===== src/rtl/vpim_pkg.sv =====
package vpim_pkg;

    // ****************************************
    // vector space
    // ****************************************
    localparam int NUM_VEC = 64;
    localparam int VEC_W = 6;
    localparam int ADDR_W = 21;
    localparam int RANK_W = 3;
    localparam int APB_AW = 12;
    // entries 0/1 overlay reset and watchdog reset; the rest are holes
    localparam logic [63:0] RESV_MASK = 64'h001E_00F0_C000_4003;
    localparam logic [VEC_W-1:0] VEC_LOWEST = 6'h3F;

    // rank 0 means nothing pending; rank = level + 2 otherwise
    localparam logic [RANK_W-1:0] RANK_NONE = 3'h0;
    localparam logic [RANK_W-1:0] RANK_LP = 3'h1;
    localparam logic [RANK_W-1:0] RANK_OFS = 3'h2;
    localparam logic [1:0] HI_RST_LVL = 2'h1;
    localparam logic [1:0] LO_RST_LVL = 2'h0;
    localparam logic [1:0] LVL_MAX = 2'h3;
    localparam logic [1:0] LVL_MIN = 2'h0;

    // ****************************************
    // register map
    // ****************************************
    localparam logic [APB_AW-1:0] CTRL_OFS = 12'h000;
    localparam logic [APB_AW-1:0] VBA_OFS = 12'h004;
    localparam logic [APB_AW-1:0] STAT_OFS = 12'h008;
    localparam logic [APB_AW-1:0] MASK_OFS = 12'h00C;
    localparam logic [APB_AW-1:0] ACTIVE_OFS = 12'h010;
    localparam logic [APB_AW-1:0] LVL_TBL_OFS = 12'h100;
    localparam int CTRL_EN_BIT = 0;
    localparam int ST_TAKEN = 0;
    localparam int ST_REJECT = 1;
    localparam int ST_NEW = 2;
    localparam int ST_W = 3;
    localparam int ACT_VALID_BIT = 31;
    localparam int ACT_LVL_LSB = 8;
    localparam logic [ADDR_W-1:0] VBA_RST = 21'h0;
    localparam logic CTRL_EN_RST = 1'b0;

    typedef enum logic [2:0] {CLS_RESV, CLS_FIX, CLS_HI, CLS_LO, CLS_LP}
        class_e;

    function automatic class_e vec_class(input logic [VEC_W-1:0] v);
        if (RESV_MASK[v])
            return CLS_RESV;
        else if (v <= 6'h05 || (v >= 6'h0B && v <= 6'h0D))
            return CLS_FIX;
        else if (v <= 6'h0A || v == 6'h0F || v == 6'h10)
            return CLS_HI;
        else if (v == VEC_LOWEST)
            return CLS_LP;
        return CLS_LO;
    endfunction : vec_class

    function automatic logic [1:0] fixed_level(input logic [VEC_W-1:0] v);
        unique case (v)
            6'h0B: return 2'h2;
            6'h0C: return 2'h1;
            6'h0D: return 2'h0;
            default: return 2'h3;
        endcase
    endfunction : fixed_level

    function automatic logic [RANK_W-1:0] lvl_to_rank(input logic [1:0] l);
        return RANK_W'({1'b0, l} + RANK_OFS);
    endfunction : lvl_to_rank

endpackage : vpim_pkg


===== src/rtl/lvl_if.sv =====
interface lvl_if;
    import vpim_pkg::*;
    logic wr_en;
    logic [VEC_W-1:0] wr_vec;
    logic [1:0] wr_lvl;
    logic wr_reject;
    logic [NUM_VEC-1:0][RANK_W-1:0] rank;
    modport store (input wr_en, wr_vec, wr_lvl, output wr_reject, rank);
    modport ctl (output wr_en, wr_vec, wr_lvl, input wr_reject, rank);
    modport arb (input rank);
endinterface : lvl_if


===== src/rtl/prio_level_store.sv =====
module prio_level_store (
    // clock and reset
    input wire logic clk,
    input wire logic resetn,
    // level table
    lvl_if.store lv
);
    import vpim_pkg::*;

    logic [1:0] levels_r [NUM_VEC];
    logic wr_ok;
    logic reject_r;

    // refused writes leave the old level in place
    always_comb
    begin
        unique case (vec_class(lv.wr_vec))
            CLS_HI: wr_ok = (lv.wr_lvl != LVL_MIN);
            CLS_LO: wr_ok = (lv.wr_lvl != LVL_MAX);
            default: wr_ok = 1'b0;
        endcase
    end

    always_ff @(posedge clk or negedge resetn)
    begin
        if (!resetn)
        begin
            for (int i = 0; i < NUM_VEC; i++)
                levels_r[i] <= (vec_class(VEC_W'(i)) == CLS_HI) ?
                               HI_RST_LVL : LO_RST_LVL;
        end
        else if (lv.wr_en && wr_ok)
            levels_r[lv.wr_vec] <= lv.wr_lvl;
    end

    always_ff @(posedge clk or negedge resetn)
    begin
        if (!resetn)
            reject_r <= 1'b0;
        else
            reject_r <= lv.wr_en && !wr_ok;
    end

    assign lv.wr_reject = reject_r;

    always_comb
    begin
        for (int v = 0; v < NUM_VEC; v++)
        begin
            unique case (vec_class(VEC_W'(v)))
                CLS_RESV: lv.rank[v] = RANK_NONE;
                CLS_FIX: lv.rank[v] = lvl_to_rank(fixed_level(VEC_W'(v)));
                CLS_LP: lv.rank[v] = RANK_LP;
                default: lv.rank[v] = lvl_to_rank(levels_r[v]);
            endcase
        end
    end

endmodule : prio_level_store


===== src/rtl/prio_arbiter.sv =====
module prio_arbiter (
    // clock and reset
    input wire logic clk,
    input wire logic resetn,
    // requests and control
    input wire logic [vpim_pkg::NUM_VEC-1:0] req,
    input wire logic en,
    input wire logic [vpim_pkg::ADDR_W-1:0] vector_table_base,
    lvl_if.arb lv,
    // winner
    output logic win_valid,
    output logic [vpim_pkg::VEC_W-1:0] win_vec,
    output logic [vpim_pkg::RANK_W-1:0] win_level,
    output logic [vpim_pkg::ADDR_W-1:0] win_addr
);
    import vpim_pkg::*;

    logic [RANK_W-1:0] best;
    logic [VEC_W-1:0] bvec;

    // downward scan with >= lets the smaller vector win a tie
    always_comb
    begin
        best = RANK_NONE;
        bvec = '0;
        for (int v = NUM_VEC - 1; v >= 0; v--)
        begin
            if (req[v] && !RESV_MASK[v] && lv.rank[v] != RANK_NONE &&
                lv.rank[v] >= best)
            begin
                best = lv.rank[v];
                bvec = VEC_W'(v);
            end
        end
    end

    always_ff @(posedge clk or negedge resetn)
    begin
        if (!resetn)
        begin
            win_valid <= 1'b0;
            win_vec <= '0;
            win_level <= '0;
            win_addr <= VBA_RST;
        end
        else
        begin
            win_valid <= en && (best != RANK_NONE);
            win_vec <= bvec;
            win_level <= RANK_W'(best - RANK_OFS);
            // two words per entry
            win_addr <= ADDR_W'(vector_table_base + {bvec, 1'b0});
        end
    end

endmodule : prio_arbiter


===== src/rtl/vectored_priority_interrupt_map.sv =====
// Notes on behaviour
// - higher level always served before lower
// - equal level: smallest vector number wins
// - programmable sources arbitrate at assigned level
// - vector table placed by programmable base
// - base is zero after reset
// - entries 0 and 1 never raised
// - two words per entry, 21-bit targets
// - vectors 2 to 5 fixed level 3
// - debug vectors 6-10 accept levels 1-3
// - vectors 15, 16 accept levels 1-3
// - flash vectors 17-19 accept levels 0-2
// - vectors 20-62 accept levels 0-2, except holes, which refuse every write
// - vector 63 level -1, taken last
module vectored_priority_interrupt_map #(
    parameter int PADDR_W = vpim_pkg::APB_AW
) (
    // clock and reset
    input wire logic clk,
    input wire logic resetn,
    // apb slave
    input wire logic [PADDR_W-1:0] paddr,
    input wire logic psel,
    input wire logic penable,
    input wire logic pwrite,
    input wire logic [31:0] pwdata,
    output logic [31:0] prdata,
    output logic pready,
    output logic pslverr,
    // interrupt sources, one level per vector
    input wire logic [vpim_pkg::NUM_VEC-1:0] irq_req,
    // processor core
    output logic core_irq_valid,
    output logic [vpim_pkg::VEC_W-1:0] core_irq_vector,
    output logic [vpim_pkg::RANK_W-1:0] core_irq_level,
    output logic [vpim_pkg::ADDR_W-1:0] core_vector_addr,
    input wire logic core_irq_ack,
    // controller event interrupt
    output logic irq
);
    import vpim_pkg::*;

    // ****************************************
    // elaboration checks
    // ****************************************
    if (PADDR_W < 9 || PADDR_W > APB_AW)
        $error("PADDR_W must lie between 9 and 12");

    // ****************************************
    // state
    // ****************************************
    lvl_if lv ();

    logic ctrl_en_r;
    logic [ADDR_W-1:0] vba_r;
    logic [ST_W-1:0] sts_r;
    logic [ST_W-1:0] sts_nxt;
    logic [ST_W-1:0] mask_r;
    logic [31:0] prdata_r;
    logic pslverr_r;
    logic valid_d_r;
    logic [ST_W-1:0] sts_set;
    logic setup;
    logic access;
    logic wr_acc;
    logic [APB_AW-1:0] addr;

    assign addr = APB_AW'(paddr);
    assign setup = psel && !penable;
    assign access = psel && penable;
    assign wr_acc = access && pwrite;

    function automatic logic is_tbl(input logic [APB_AW-1:0] a);
        return (a[APB_AW-1:8] == LVL_TBL_OFS[APB_AW-1:8]) &&
               (a[1:0] == 2'b00);
    endfunction : is_tbl

    function automatic logic is_mapped(input logic [APB_AW-1:0] a);
        return is_tbl(a) || a == CTRL_OFS || a == VBA_OFS ||
               a == STAT_OFS || a == MASK_OFS || a == ACTIVE_OFS;
    endfunction : is_mapped

    // ****************************************
    // level table and arbiter
    // ****************************************
    prio_level_store u_store (
        .clk(clk),
        .resetn(resetn),
        .lv(lv.store)
    );

    // entries 0, 1 and holes are cut here and again in the arbiter
    prio_arbiter u_arb (
        .clk(clk),
        .resetn(resetn),
        .req(irq_req & ~RESV_MASK),
        .en(ctrl_en_r),
        .vector_table_base(vba_r),
        .lv(lv.arb),
        .win_valid(core_irq_valid),
        .win_vec(core_irq_vector),
        .win_level(core_irq_level),
        .win_addr(core_vector_addr)
    );

    // table writes take effect at the access edge
    assign lv.wr_en = wr_acc && is_tbl(addr);
    assign lv.wr_vec = addr[VEC_W+1:2];
    assign lv.wr_lvl = pwdata[1:0];

    // ****************************************
    // apb control registers
    // ****************************************
    always_ff @(posedge clk or negedge resetn)
    begin
        if (!resetn)
            ctrl_en_r <= CTRL_EN_RST;
        else if (wr_acc && addr == CTRL_OFS)
            ctrl_en_r <= pwdata[CTRL_EN_BIT];
    end

    always_ff @(posedge clk or negedge resetn)
    begin
        if (!resetn)
            vba_r <= VBA_RST;
        else if (wr_acc && addr == VBA_OFS)
            vba_r <= pwdata[ADDR_W-1:0];
    end

    always_ff @(posedge clk or negedge resetn)
    begin
        if (!resetn)
            mask_r <= '0;
        else if (wr_acc && addr == MASK_OFS)
            mask_r <= pwdata[ST_W-1:0];
    end

    // ****************************************
    // event status
    // ****************************************
    always_ff @(posedge clk or negedge resetn)
    begin
        if (!resetn)
            valid_d_r <= 1'b0;
        else
            valid_d_r <= core_irq_valid;
    end

    always_comb
    begin
        sts_set = '0;
        sts_set[ST_TAKEN] = core_irq_ack && core_irq_valid;
        sts_set[ST_REJECT] = lv.wr_reject;
        sts_set[ST_NEW] = core_irq_valid && !valid_d_r;
        sts_nxt = sts_r;
        // write-one-to-clear first so a same-cycle event survives
        if (wr_acc && addr == STAT_OFS)
            sts_nxt = sts_nxt & ~pwdata[ST_W-1:0];
        sts_nxt = sts_nxt | sts_set;
    end

    always_ff @(posedge clk or negedge resetn)
    begin
        if (!resetn)
            sts_r <= '0;
        else
            sts_r <= sts_nxt;
    end

    assign irq = |(sts_r & mask_r);

    // ****************************************
    // read path
    // ****************************************
    // data captured in setup so prdata is a flop; zero wait states
    always_ff @(posedge clk or negedge resetn)
    begin
        if (!resetn)
        begin
            prdata_r <= '0;
            pslverr_r <= 1'b0;
        end
        else if (setup)
        begin
            pslverr_r <= !is_mapped(addr);
            prdata_r <= '0;
            if (is_tbl(addr))
                prdata_r <= {29'h0,
                    RANK_W'(lv.rank[addr[VEC_W+1:2]] - RANK_OFS)};
            else
            begin
                unique case (addr)
                    CTRL_OFS: prdata_r[CTRL_EN_BIT] <= ctrl_en_r;
                    VBA_OFS: prdata_r[ADDR_W-1:0] <= vba_r;
                    STAT_OFS: prdata_r[ST_W-1:0] <= sts_r;
                    MASK_OFS: prdata_r[ST_W-1:0] <= mask_r;
                    ACTIVE_OFS:
                    begin
                        prdata_r[ACT_VALID_BIT] <= core_irq_valid;
                        prdata_r[ACT_LVL_LSB+RANK_W-1:ACT_LVL_LSB] <=
                            core_irq_level;
                        prdata_r[VEC_W-1:0] <= core_irq_vector;
                    end
                    default: prdata_r <= '0;
                endcase
            end
        end
    end

    assign prdata = prdata_r;
    assign pslverr = pslverr_r && access;
    assign pready = access;

    // ****************************************
    // checks
    // ****************************************
    logic first_r;
    logic [NUM_VEC-1:0] live;
    logic [RANK_W-1:0] max_rank;
    logic [VEC_W-1:0] first_max_vec;
    logic found;

    always_ff @(posedge clk or negedge resetn)
    begin
        if (!resetn)
            first_r <= 1'b1;
        else
            first_r <= 1'b0;
    end

    // independent upward scan to cross-check the arbiter
    always_comb
    begin
        live = irq_req & ~RESV_MASK;
        max_rank = RANK_NONE;
        first_max_vec = '0;
        found = 1'b0;
        for (int v = 0; v < NUM_VEC; v++)
            if (live[v] && lv.rank[v] > max_rank)
                max_rank = lv.rank[v];
        for (int v = 0; v < NUM_VEC; v++)
        begin
            if (!found && live[v] && max_rank != RANK_NONE &&
                lv.rank[v] == max_rank)
            begin
                first_max_vec = VEC_W'(v);
                found = 1'b1;
            end
        end
    end

    chk_level_order: assert property (
        @(posedge clk) disable iff (!resetn)
        (ctrl_en_r && max_rank != RANK_NONE) |=>
            core_irq_valid &&
            core_irq_level == RANK_W'($past(max_rank) - RANK_OFS))
        else $error("winner is not at the highest pending level");

    chk_tie_lowest: assert property (
        @(posedge clk) disable iff (!resetn)
        (ctrl_en_r && max_rank != RANK_NONE) |=>
            core_irq_vector == $past(first_max_vec))
        else $error("tie not broken toward smallest vector");

    chk_vector_addr: assert property (
        @(posedge clk) disable iff (!resetn)
        core_irq_valid |->
            core_vector_addr ==
            ADDR_W'($past(vba_r) + {core_irq_vector, 1'b0}))
        else $error("vector address is not base plus twice vector");

    chk_no_reserved: assert property (
        @(posedge clk) disable iff (!resetn)
        core_irq_valid |-> !RESV_MASK[core_irq_vector])
        else $error("reserved or reset entry presented");

    chk_base_reset: assert property (
        @(posedge clk) disable iff (!resetn)
        first_r |-> vba_r == VBA_RST && core_vector_addr == VBA_RST)
        else $error("vector base not zero after reset");

    chk_lowest_last: assert property (
        @(posedge clk) disable iff (!resetn)
        (core_irq_valid && core_irq_vector == VEC_LOWEST) |->
            ($past(live) & ~(64'h1 << VEC_LOWEST)) == 64'h0 &&
            core_irq_level == RANK_W'(RANK_LP - RANK_OFS))
        else $error("lowest soft interrupt taken over another");

    chk_fixed_core: assert property (
        @(posedge clk) disable iff (!resetn)
        lv.rank[2] == lvl_to_rank(2'h3) && lv.rank[3] == lv.rank[2] &&
        lv.rank[4] == lv.rank[2] && lv.rank[5] == lv.rank[2])
        else $error("core exception not at level 3");

    chk_fixed_soft: assert property (
        @(posedge clk) disable iff (!resetn)
        lv.rank[11] == lvl_to_rank(2'h2) &&
        lv.rank[12] == lvl_to_rank(2'h1) &&
        lv.rank[13] == lvl_to_rank(2'h0))
        else $error("soft interrupt 2/1/0 level wrong");

    chk_hi_reject: assert property (
        @(posedge clk) disable iff (!resetn)
        (lv.wr_en && vec_class(lv.wr_vec) == CLS_HI &&
         lv.wr_lvl == LVL_MIN) |=>
            lv.wr_reject &&
            lv.rank[$past(lv.wr_vec)] == $past(lv.rank[lv.wr_vec]))
        else $error("level 0 accepted by a 1-3 source");

    chk_lo_reject: assert property (
        @(posedge clk) disable iff (!resetn)
        (lv.wr_en && vec_class(lv.wr_vec) == CLS_LO &&
         lv.wr_lvl == LVL_MAX) |=>
            lv.wr_reject &&
            lv.rank[$past(lv.wr_vec)] == $past(lv.rank[lv.wr_vec]))
        else $error("level 3 accepted by a 0-2 source");

    chk_level_write: assert property (
        @(posedge clk) disable iff (!resetn)
        (lv.wr_en && ((vec_class(lv.wr_vec) == CLS_HI &&
          lv.wr_lvl != LVL_MIN) || (vec_class(lv.wr_vec) == CLS_LO &&
          lv.wr_lvl != LVL_MAX))) |=>
            !lv.wr_reject &&
            lv.rank[$past(lv.wr_vec)] == lvl_to_rank($past(lv.wr_lvl)))
        else $error("legal level write not stored");

    chk_sticky_set: assert property (
        @(posedge clk) disable iff (!resetn)
        (core_irq_ack && core_irq_valid) |=> sts_r[ST_TAKEN])
        else $error("taken event lost");

    cov_level3_win: cover property (
        @(posedge clk) disable iff (!resetn)
        core_irq_valid && core_irq_level == 3'h3);

    cov_tie: cover property (
        @(posedge clk) disable iff (!resetn)
        ctrl_en_r && live[20] && live[21] &&
        lv.rank[20] == lv.rank[21]);

    cov_lowest: cover property (
        @(posedge clk) disable iff (!resetn)
        core_irq_valid && core_irq_vector == VEC_LOWEST);

    cov_reject: cover property (
        @(posedge clk) disable iff (!resetn)
        lv.wr_reject ##1 irq);

endmodule : vectored_priority_interrupt_map


===== config.mk =====
export PLATFORM = sky130hd
export DESIGN_NAME = vectored_priority_interrupt_map
export DESIGN_NICKNAME = d
export VERILOG_FILES = /design/src/rtl/vpim_pkg.sv /design/src/rtl/lvl_if.sv /design/src/rtl/prio_level_store.sv /design/src/rtl/prio_arbiter.sv /design/src/rtl/vectored_priority_interrupt_map.sv
export SDC_FILE = /design/constraint.sdc
export NUM_CORES = 1
export LEC_CHECK = 0
export BUFFER_PORTS_ARGS = -buffer_cell sky130_fd_sc_hd__buf_2
export CAP_MARGIN = 25
export CORE_MARGIN = 3
export CORE_UTILIZATION = 50
export DETAILED_ROUTE_END_ITERATION = 6
export PLACE_DENSITY = 0.69
export SLEW_MARGIN = 40
export SYNTH_ARGS = -nofsm -noshare
export SYNTH_HDL_FRONTEND = slang
export SYNTH_HIERARCHICAL = 1
export SYNTH_SLANG_ARGS = --single-unit
export TNS_END_PERCENT = 50

===== constraint.sdc =====
create_clock -name clk -period 88.4 [get_ports clk]
set_input_delay 4.42 -clock clk [delete_from_list [all_inputs] [get_ports clk]]
set_output_delay 4.42 -clock clk [all_outputs]
set_load 0.05 [all_outputs]

Word level (Yosys, flattened, before mapping). Memory sizes are Yosys's and may differ from the RTL's. Cells that the tools add are included.

Bits in registers: 222. Memory bits (read-only): 64. Input port bits: 114. Output and inout port bits: 66. Logic and storage cells: 493. Memories kept: 1.

Memories: (name not given) (words 64, bits a word 1, read ports 1, clocked after memory_dff 0, write ports 0, RTL line vpim_pkg.sv:47) `if (RESV_MASK[v])`.

Add/sub/neg operators: 46. Order comparisons: 57. Eq/ne operators: 11. Multiplexer cells: 127. Bitwise operators: 5. Reduce and logical (&&, ||, !) cells: 170.

Operator list (number): $mux 6 (51); $mux 3 (57); $reduce_bool 3->1 (44); $add 2x2->3 const B (43); $ge 3x3->1 (43); $bwmux 128 (1); $logic_and 1x1->1 (110); $mux 32 (1); $eq 12x4->1 const B (2); $add 21x7->21 (1); $bmux 3 s6 (1); $ge 3x3->1 const A (5); $demux 2 s6 (1); $eq 12x3->1 const B (1); $eq 12x5->1 const B (1); $le 6x4->1 const B (2); $logic_not 12->1 (1); $pmux 3 s2 (2); $mux 10 (1); $logic_or 1x1->1 (8); $pmux 2 s4 (1); $ge 7x7->1 const B (1); $lt 6x7->1 const B (1); $lt 7x1->1 const B (1); other kinds (22) (36).

Logic depth before layout (Yosys ltp).
Word-level depth: 154. Depth in mapped cells: 406. Depth with buffers taken out: 404.

By module. The synthesis kept the hierarchy.

Modules (own cells, without submodules): prio_arbiter (times used 1, cells an instance 1398, area each 9460.3 um^2, sequential area each 775.7 um^2); prio_level_store (times used 1, cells an instance 395, area each 4481.8 um^2, sequential area each 2185.8 um^2); vectored_priority_interrupt_map (times used 1, cells an instance 329, area each 3963.8 um^2, sequential area each 1301.2 um^2).

Least setup slack after synthesis. Ideal clock, no wire load.

Kind: input to register. Start point: in irq_req[63] in the netlist's numbering. End point: reg u_arb/win_addr[15] in the netlist's numbering. Setup time: 0.080 ns. Arrival: 67.365 ns. Data required time: 88.320 ns. Path slack: 20.955 ns. Stages: 369. Buffers on the path: 1. Cells stage by stage: and2_1 -> ha_1 -> nor2b_2 -> o21ai_2 -> buf_6 -> nand2_1 -> nand2_1 -> o21ai_0 -> ha_1 -> nand2b_1 -> o311ai_0 -> a32oi_1 -> mux2_2 -> ha_1 -> nand2b_1 -> nor2_1 -> or4_1 -> a211oi_1 -> [333 not listed] -> nand2_1 -> o21ai_1 -> ha_1 -> a21oi_1 -> nor2b_1 -> o31ai_1 -> a21boi_0 -> ha_1 -> fa_1 -> a21o_1 -> a21oi_1 -> o21bai_1 -> a21oi_1 -> nor2_1 -> nand4_1 -> inv_1 -> nand2_1 -> xnor2_1.

Longest elaborated chain between the ends: 152. Elaborated cells on any way between the ends: 202. Classes of those cells: 1 x add/sub; 50 x order compare; 101 x mux; 50 x reduce/logical.

Ends and longest elaborated chain: start: declaration (RTL line vectored_priority_interrupt_map.sv:31) `input wire logic [vpim_pkg::NUM_VEC-1:0] irq_req,`; $mux 1 (RTL line prio_arbiter.sv:28) `if (req[v] && !RESV_MASK[v] && lv.rank[v] != RANK_NONE &&`; $ge 3x3->1 (RTL line prio_arbiter.sv:29) `lv.rank[v] >= best)`; $logic_and 1x1->1 (RTL line prio_arbiter.sv:28); $mux 3 (RTL line prio_arbiter.sv:28); $ge 3x3->1 (RTL line prio_arbiter.sv:29); $logic_and 1x1->1 (RTL line prio_arbiter.sv:28); $mux 3 (RTL line prio_arbiter.sv:28); $ge 3x3->1 (RTL line prio_arbiter.sv:29); [137 not listed]; $ge 3x3->1 (RTL line prio_arbiter.sv:29); $logic_and 1x1->1 (RTL line prio_arbiter.sv:28); $mux 3 (RTL line prio_arbiter.sv:28); $ge 3x3->1 (RTL line prio_arbiter.sv:29); $logic_and 1x1->1 (RTL line prio_arbiter.sv:28); $mux 6 * (RTL line prio_arbiter.sv:28); net u_arb.bvec[0] (RTL line prio_arbiter.sv:19) `logic [VEC_W-1:0] bvec;`; $add 21x7->21 * (RTL line prio_arbiter.sv:52) `win_addr <= ADDR_W'(vector_table_base + {bvec, 1'b0});`; end signal: assignment (RTL line prio_arbiter.sv:52); end: declaration (RTL line prio_arbiter.sv:14) `output logic [vpim_pkg::ADDR_W-1:0] win_addr`.

Mark *: on every way through the listed nets, which the timed path passes. The rest lies on a longest branch. A chain may end at the register's enable or synchronous reset.

Worst setup path in the final report.
Start point: in irq_req[63] in the netlist's numbering. End point: reg u_arb/win_addr[20] in the netlist's numbering.

Same word-level chain as after synthesis.

==> reports/metrics.csv <==
stage,metric,value,unit
detailed_routing,maxUsedRoutingLayer,met4,
cts,h-tree-depth,4,
timing,max_slew_margin,0.445,
detailed_routing,ant_nets,0,
yosys,synthCells,2122,
yosys,yosysUniqueCellTypes,121,
grt,antenna_found_initial,0,
yosys,yosys_warnings,6,
detailed_routing,drc_errors,0,
setup_path,cp.arrival,79.68,ns
grt,grt_use_total,0.261,
setup_path,rrSetupSlack,12.68,ns
grt,grt_max_degree,108,
yosys,ys_async_sr_fraction,1.00,
cts,cts_buffers,17,
cts,cts_tree,done,
cts,clkLatencyLatePin,0.43,ns
cells_and_area,drive_gt1_frac,0.190,
floorplan,io_pins,180,
timing,totalNegativeSetupSlack,0,ns
floorplan,die_height,195,um
yosys,ys_ff_latch,170,
setup_path,cp-end-kind,flip-flop,
floorplan,die_width,195,um
cts,cts.repair.resized,0,
timing,min_period,79.37,ns
power,power.leakage,8.74,nW
cts,cts_buffer_depth,2,
detailed_routing,dr_wl_met3,3.09,mm
yosys,synth-main-ff-cell,dfrtp_1,
timing,hold_ws,0.405,ns
detailed_routing,drt_iter0_markers,1601,
cts,clkSlewWorstSetupHoldPaths,0.07,ns
yosys,synth_area_per_cell,8.44,um2
setup_path,r2r_end,u_arb/win_addr[20],
yosys,synth_mux_area_frac,0.150,
detailed_routing,wl_met1,23.2,mm
cells_and_area,nNetsFinal,2411,
grt,overflow,0,
floorplan,core-area,0.0349,mm2
hold_path,hold_depth,0,
placed_design,gp_congestion,0.935,
detailed_routing,drtPass1Iterations,7,
timing,fmax,12.6,MHz
yosys,synth_edf_count,0,
timing,hold_viol_final,0,
setup_path,required,88.71,ns
job,maxCapViolCount,0,
floorplan,initial_utilization,0.513,
cells_and_area,area_growth,7.69,%
cts,clockRootBuffer,clkbuf_16,
detailed_routing,wire_per_inst,19.1,um
yosys,synth_top_family_by_area,compound AO/OA/AOI/OAI gates,
timing,tightest_slew,0.827,ns
floorplan,die-area,0.0381,mm2
setup_path,reg2regPathDepth,364,
detailed_routing,routed-via-count,16900,
placed_design,dpl.cell_count,2663,
setup_path,crit_slowest_cell,a311oi_1,
setup_path,critical_path_class,in -> reg,
floorplan,num_rows,68,
hold_path,hold_start,vba_r[0],
yosys,synth-compound-area-share,0.246,
placed_design,io_buffers,145,
cells_and_area,fin_cells,2697,
status,status,"finished, final reports clean",
grt,grt_pass1_vias,15900,
detailed_routing,avgViaCountPerCell,6.26,
yosys,synth-adder-area-share,0.0598,
cts,clock_sinks,170,
setup_path,cp_common_cell,ha_1,
hold_path,holdPathEnd,u_arb/win_addr[0],
timing,fin_crit_sh,0.898,
grt,grt_pass1_wl,82.6,mm
yosys,synth-xor-area-share,0.00978,
hold_path,hp-class,reg -> reg,
timing,drv_slew,0,
setup_path,crit_fanout,11,
setup_path,cp-start-kind,input port,
detailed_routing,wl,51.6,mm
yosys,syn_area,0.0179,mm2
cells_and_area,fillCellCount,3205,
power,irDropWorstVdd,22.3,uV
timing,setup_viol,0,
placed_design,hpwl,39.4,mm
cts,post_cts_buffers,0,
setup_path,worst_path_largest_cell_delay,0.69,ns
power,powerDensity,13.0,mW/mm2
timing,fin_worst_skew,0.0119,ns
cts,ctsHoldBuffers,0,
setup_path,r2r_start,u_store/levels_r[3],
yosys,yosys.area_share.simple,0.213,
yosys,yosysSeqAreaShare,0.238,
detailed_routing,wl_met2,24.3,mm
timing,rsz0062_at_grt,no,
## per-stage QoR
stage	worst slack [ns]	instance area [um2]	total power [mW]	util
6_report	9.03	19300	0.251	0.553
3_5_place_dp	10.36	18600	0.170	0.534
2_1_floorplan	20.95	18200	0.151	-
4_1_cts	10.43	19200	0.250	0.552
3_3_place_gp	11.44	18600	0.169	0.534
5_1_grt	2.52	19300	0.265	0.553
## registers in the layout, summed over array words and instances (netlist names)
signal / flops
sts_r: 3
valid_d_r: 1
u_arb/win_valid: 1
prdata: 22
vba_r: 21
mask_r: 3
ctrl_en_r: 1
u_store/levels_r: 86
u_arb/win_vec: 6
pslverr_r: 1
u_store/lv.wr_reject: 1
u_arb/win_level: 3
u_arb/win_addr: 21
## layer usage
| metal | vias up | GRT usage |
|---|---|---|
| met2 | 629 | 0.447 |
| met1 | 8151 | 0.359 |
| li1 | 8039 | - |
| met3 | 73 | 0.0264 |
| met4 | 0 | 0.0618 |
| met5 | - | 0 |
## cell usage after synthesis, types with 10 or more instances
library cell,number,area share
nand2_1,214,0.045
dfrtp_1,163,0.23
inv_1,153,0.032
nor2_1,125,0.026
mux2_2,106,0.067
a21oi_1,103,0.029
o21ai_0,102,0.029
buf_4,76,0.032
nand3_1,73,0.020
ha_1,68,0.048
nand2b_1,55,0.019
nor3_1,44,0.012
mux4_2,41,0.052
o21a_1,37,0.016
and2_1,36,0.013
clkbuf_1,31,0.0065
or3_1,31,0.011
and3_1,30,0.010
mux2i_1,30,0.017
a31oi_1,29,0.010
nor2b_1,29,0.010
a22o_1,27,0.013
o211ai_1,27,0.011
nand4_1,23,0.0080
o31ai_1,22,0.0092
a21o_1,21,0.0088
maj3_1,20,0.011
o22ai_1,17,0.0059
a211oi_1,16,0.0067
a22oi_1,16,0.0067
or2_2,16,0.0056
xnor2_1,15,0.0073
o211a_1,14,0.0078
a21boi_0,13,0.0055
buf_6,13,0.0082
buf_2,12,0.0034
o2111ai_1,12,0.0059
o221ai_1,11,0.0054
mux2_1,10,0.0063
nand3b_1,10,0.0042
## layout make-up
type / instances / area [um2] / area share
well taps: 455 / 569 / 0.0295
clock inverters: 13 / 179 / 0.00928
flip-flops and latches: 170 / 4260 / 0.221
diodes: 1 / 2.50 / 0.000130
multi-input cells: 1732 / 12400 / 0.644
clock buffers: 19 / 443 / 0.0230
repair buffers: 153 / 830 / 0.0430
inverters: 154 / 578 / 0.0300
## critical path: cells and delay by family
kind / cells / cell delay, ns
compound gates: 150 / 33.40
simple gates: 141 / 22.81
fa+ha+maj: 57 / 15.84
mux: 7 / 2.11
buf+inv: 9 / 0.92
xor+xnor: 1 / 0.14
## report_power, final
group / switching (mW) / leakage, nW / internal [mW] / total, mW
logic: 0.0578 / 6.12 / 0.0311 / 0.0889
clock network: 0.0340 / 0.302 / 0.0461 / 0.0802
registers: 0.00173 / 2.33 / 0.0805 / 0.0823
total: 0.0936 / 8.74 / 0.158 / 0.251
## how the worst max path moves through the flow
stage	from	end	slack, ns	cells after the start
2_1_floorplan	irq_req[63]	u_arb/win_addr[15]	20.95	369
3_3_place_gp	irq_req[63]	u_arb/win_addr[20]	11.44	366
3_5_place_dp	irq_req[63]	u_arb/win_addr[20]	10.36	366
4_1_cts	irq_req[63]	u_arb/win_addr[20]	10.43	364
5_1_grt	irq_req[63]	u_arb/win_addr[20]	2.52	367
6_report	irq_req[63]	u_arb/win_addr[20]	9.03	365
## layout by cell type (no fill, tap or decap), types with 21 or more instances in the layout
cell type / n
o21ai_0: 102
nand2_1: 214
nor2_1: 125
conb_1: 73
a31oi_1: 29
mux4_2: 41
o211ai_1: 27
buf_2: 143
mux2i_1: 30
nor2b_1: 29
nand3_1: 73
o21a_1: 37
ha_1: 68
nor3_1: 44
and2_1: 36
a21o_1: 21
and3_1: 30
mux2_2: 106
dfrtp_1: 163
nand4_1: 23
nand2b_1: 55
a22o_1: 27
inv_1: 153
or3_1: 31
a21oi_1: 103
o31ai_1: 22
## cells by family after synthesis
| logic type | after synthesis |
|---|---|
| DFF | 170 |
| buffers and inverters | 290 |
| xor gates and xnor gates | 20 |
| other | 3 |
| and+or+nand+nor | 745 |
| adders and majority gates | 89 |
| AOI/OAI and AO/OA | 608 |
| muxes | 197 |
Note: power is estimated with default switching activity, not from simulation.
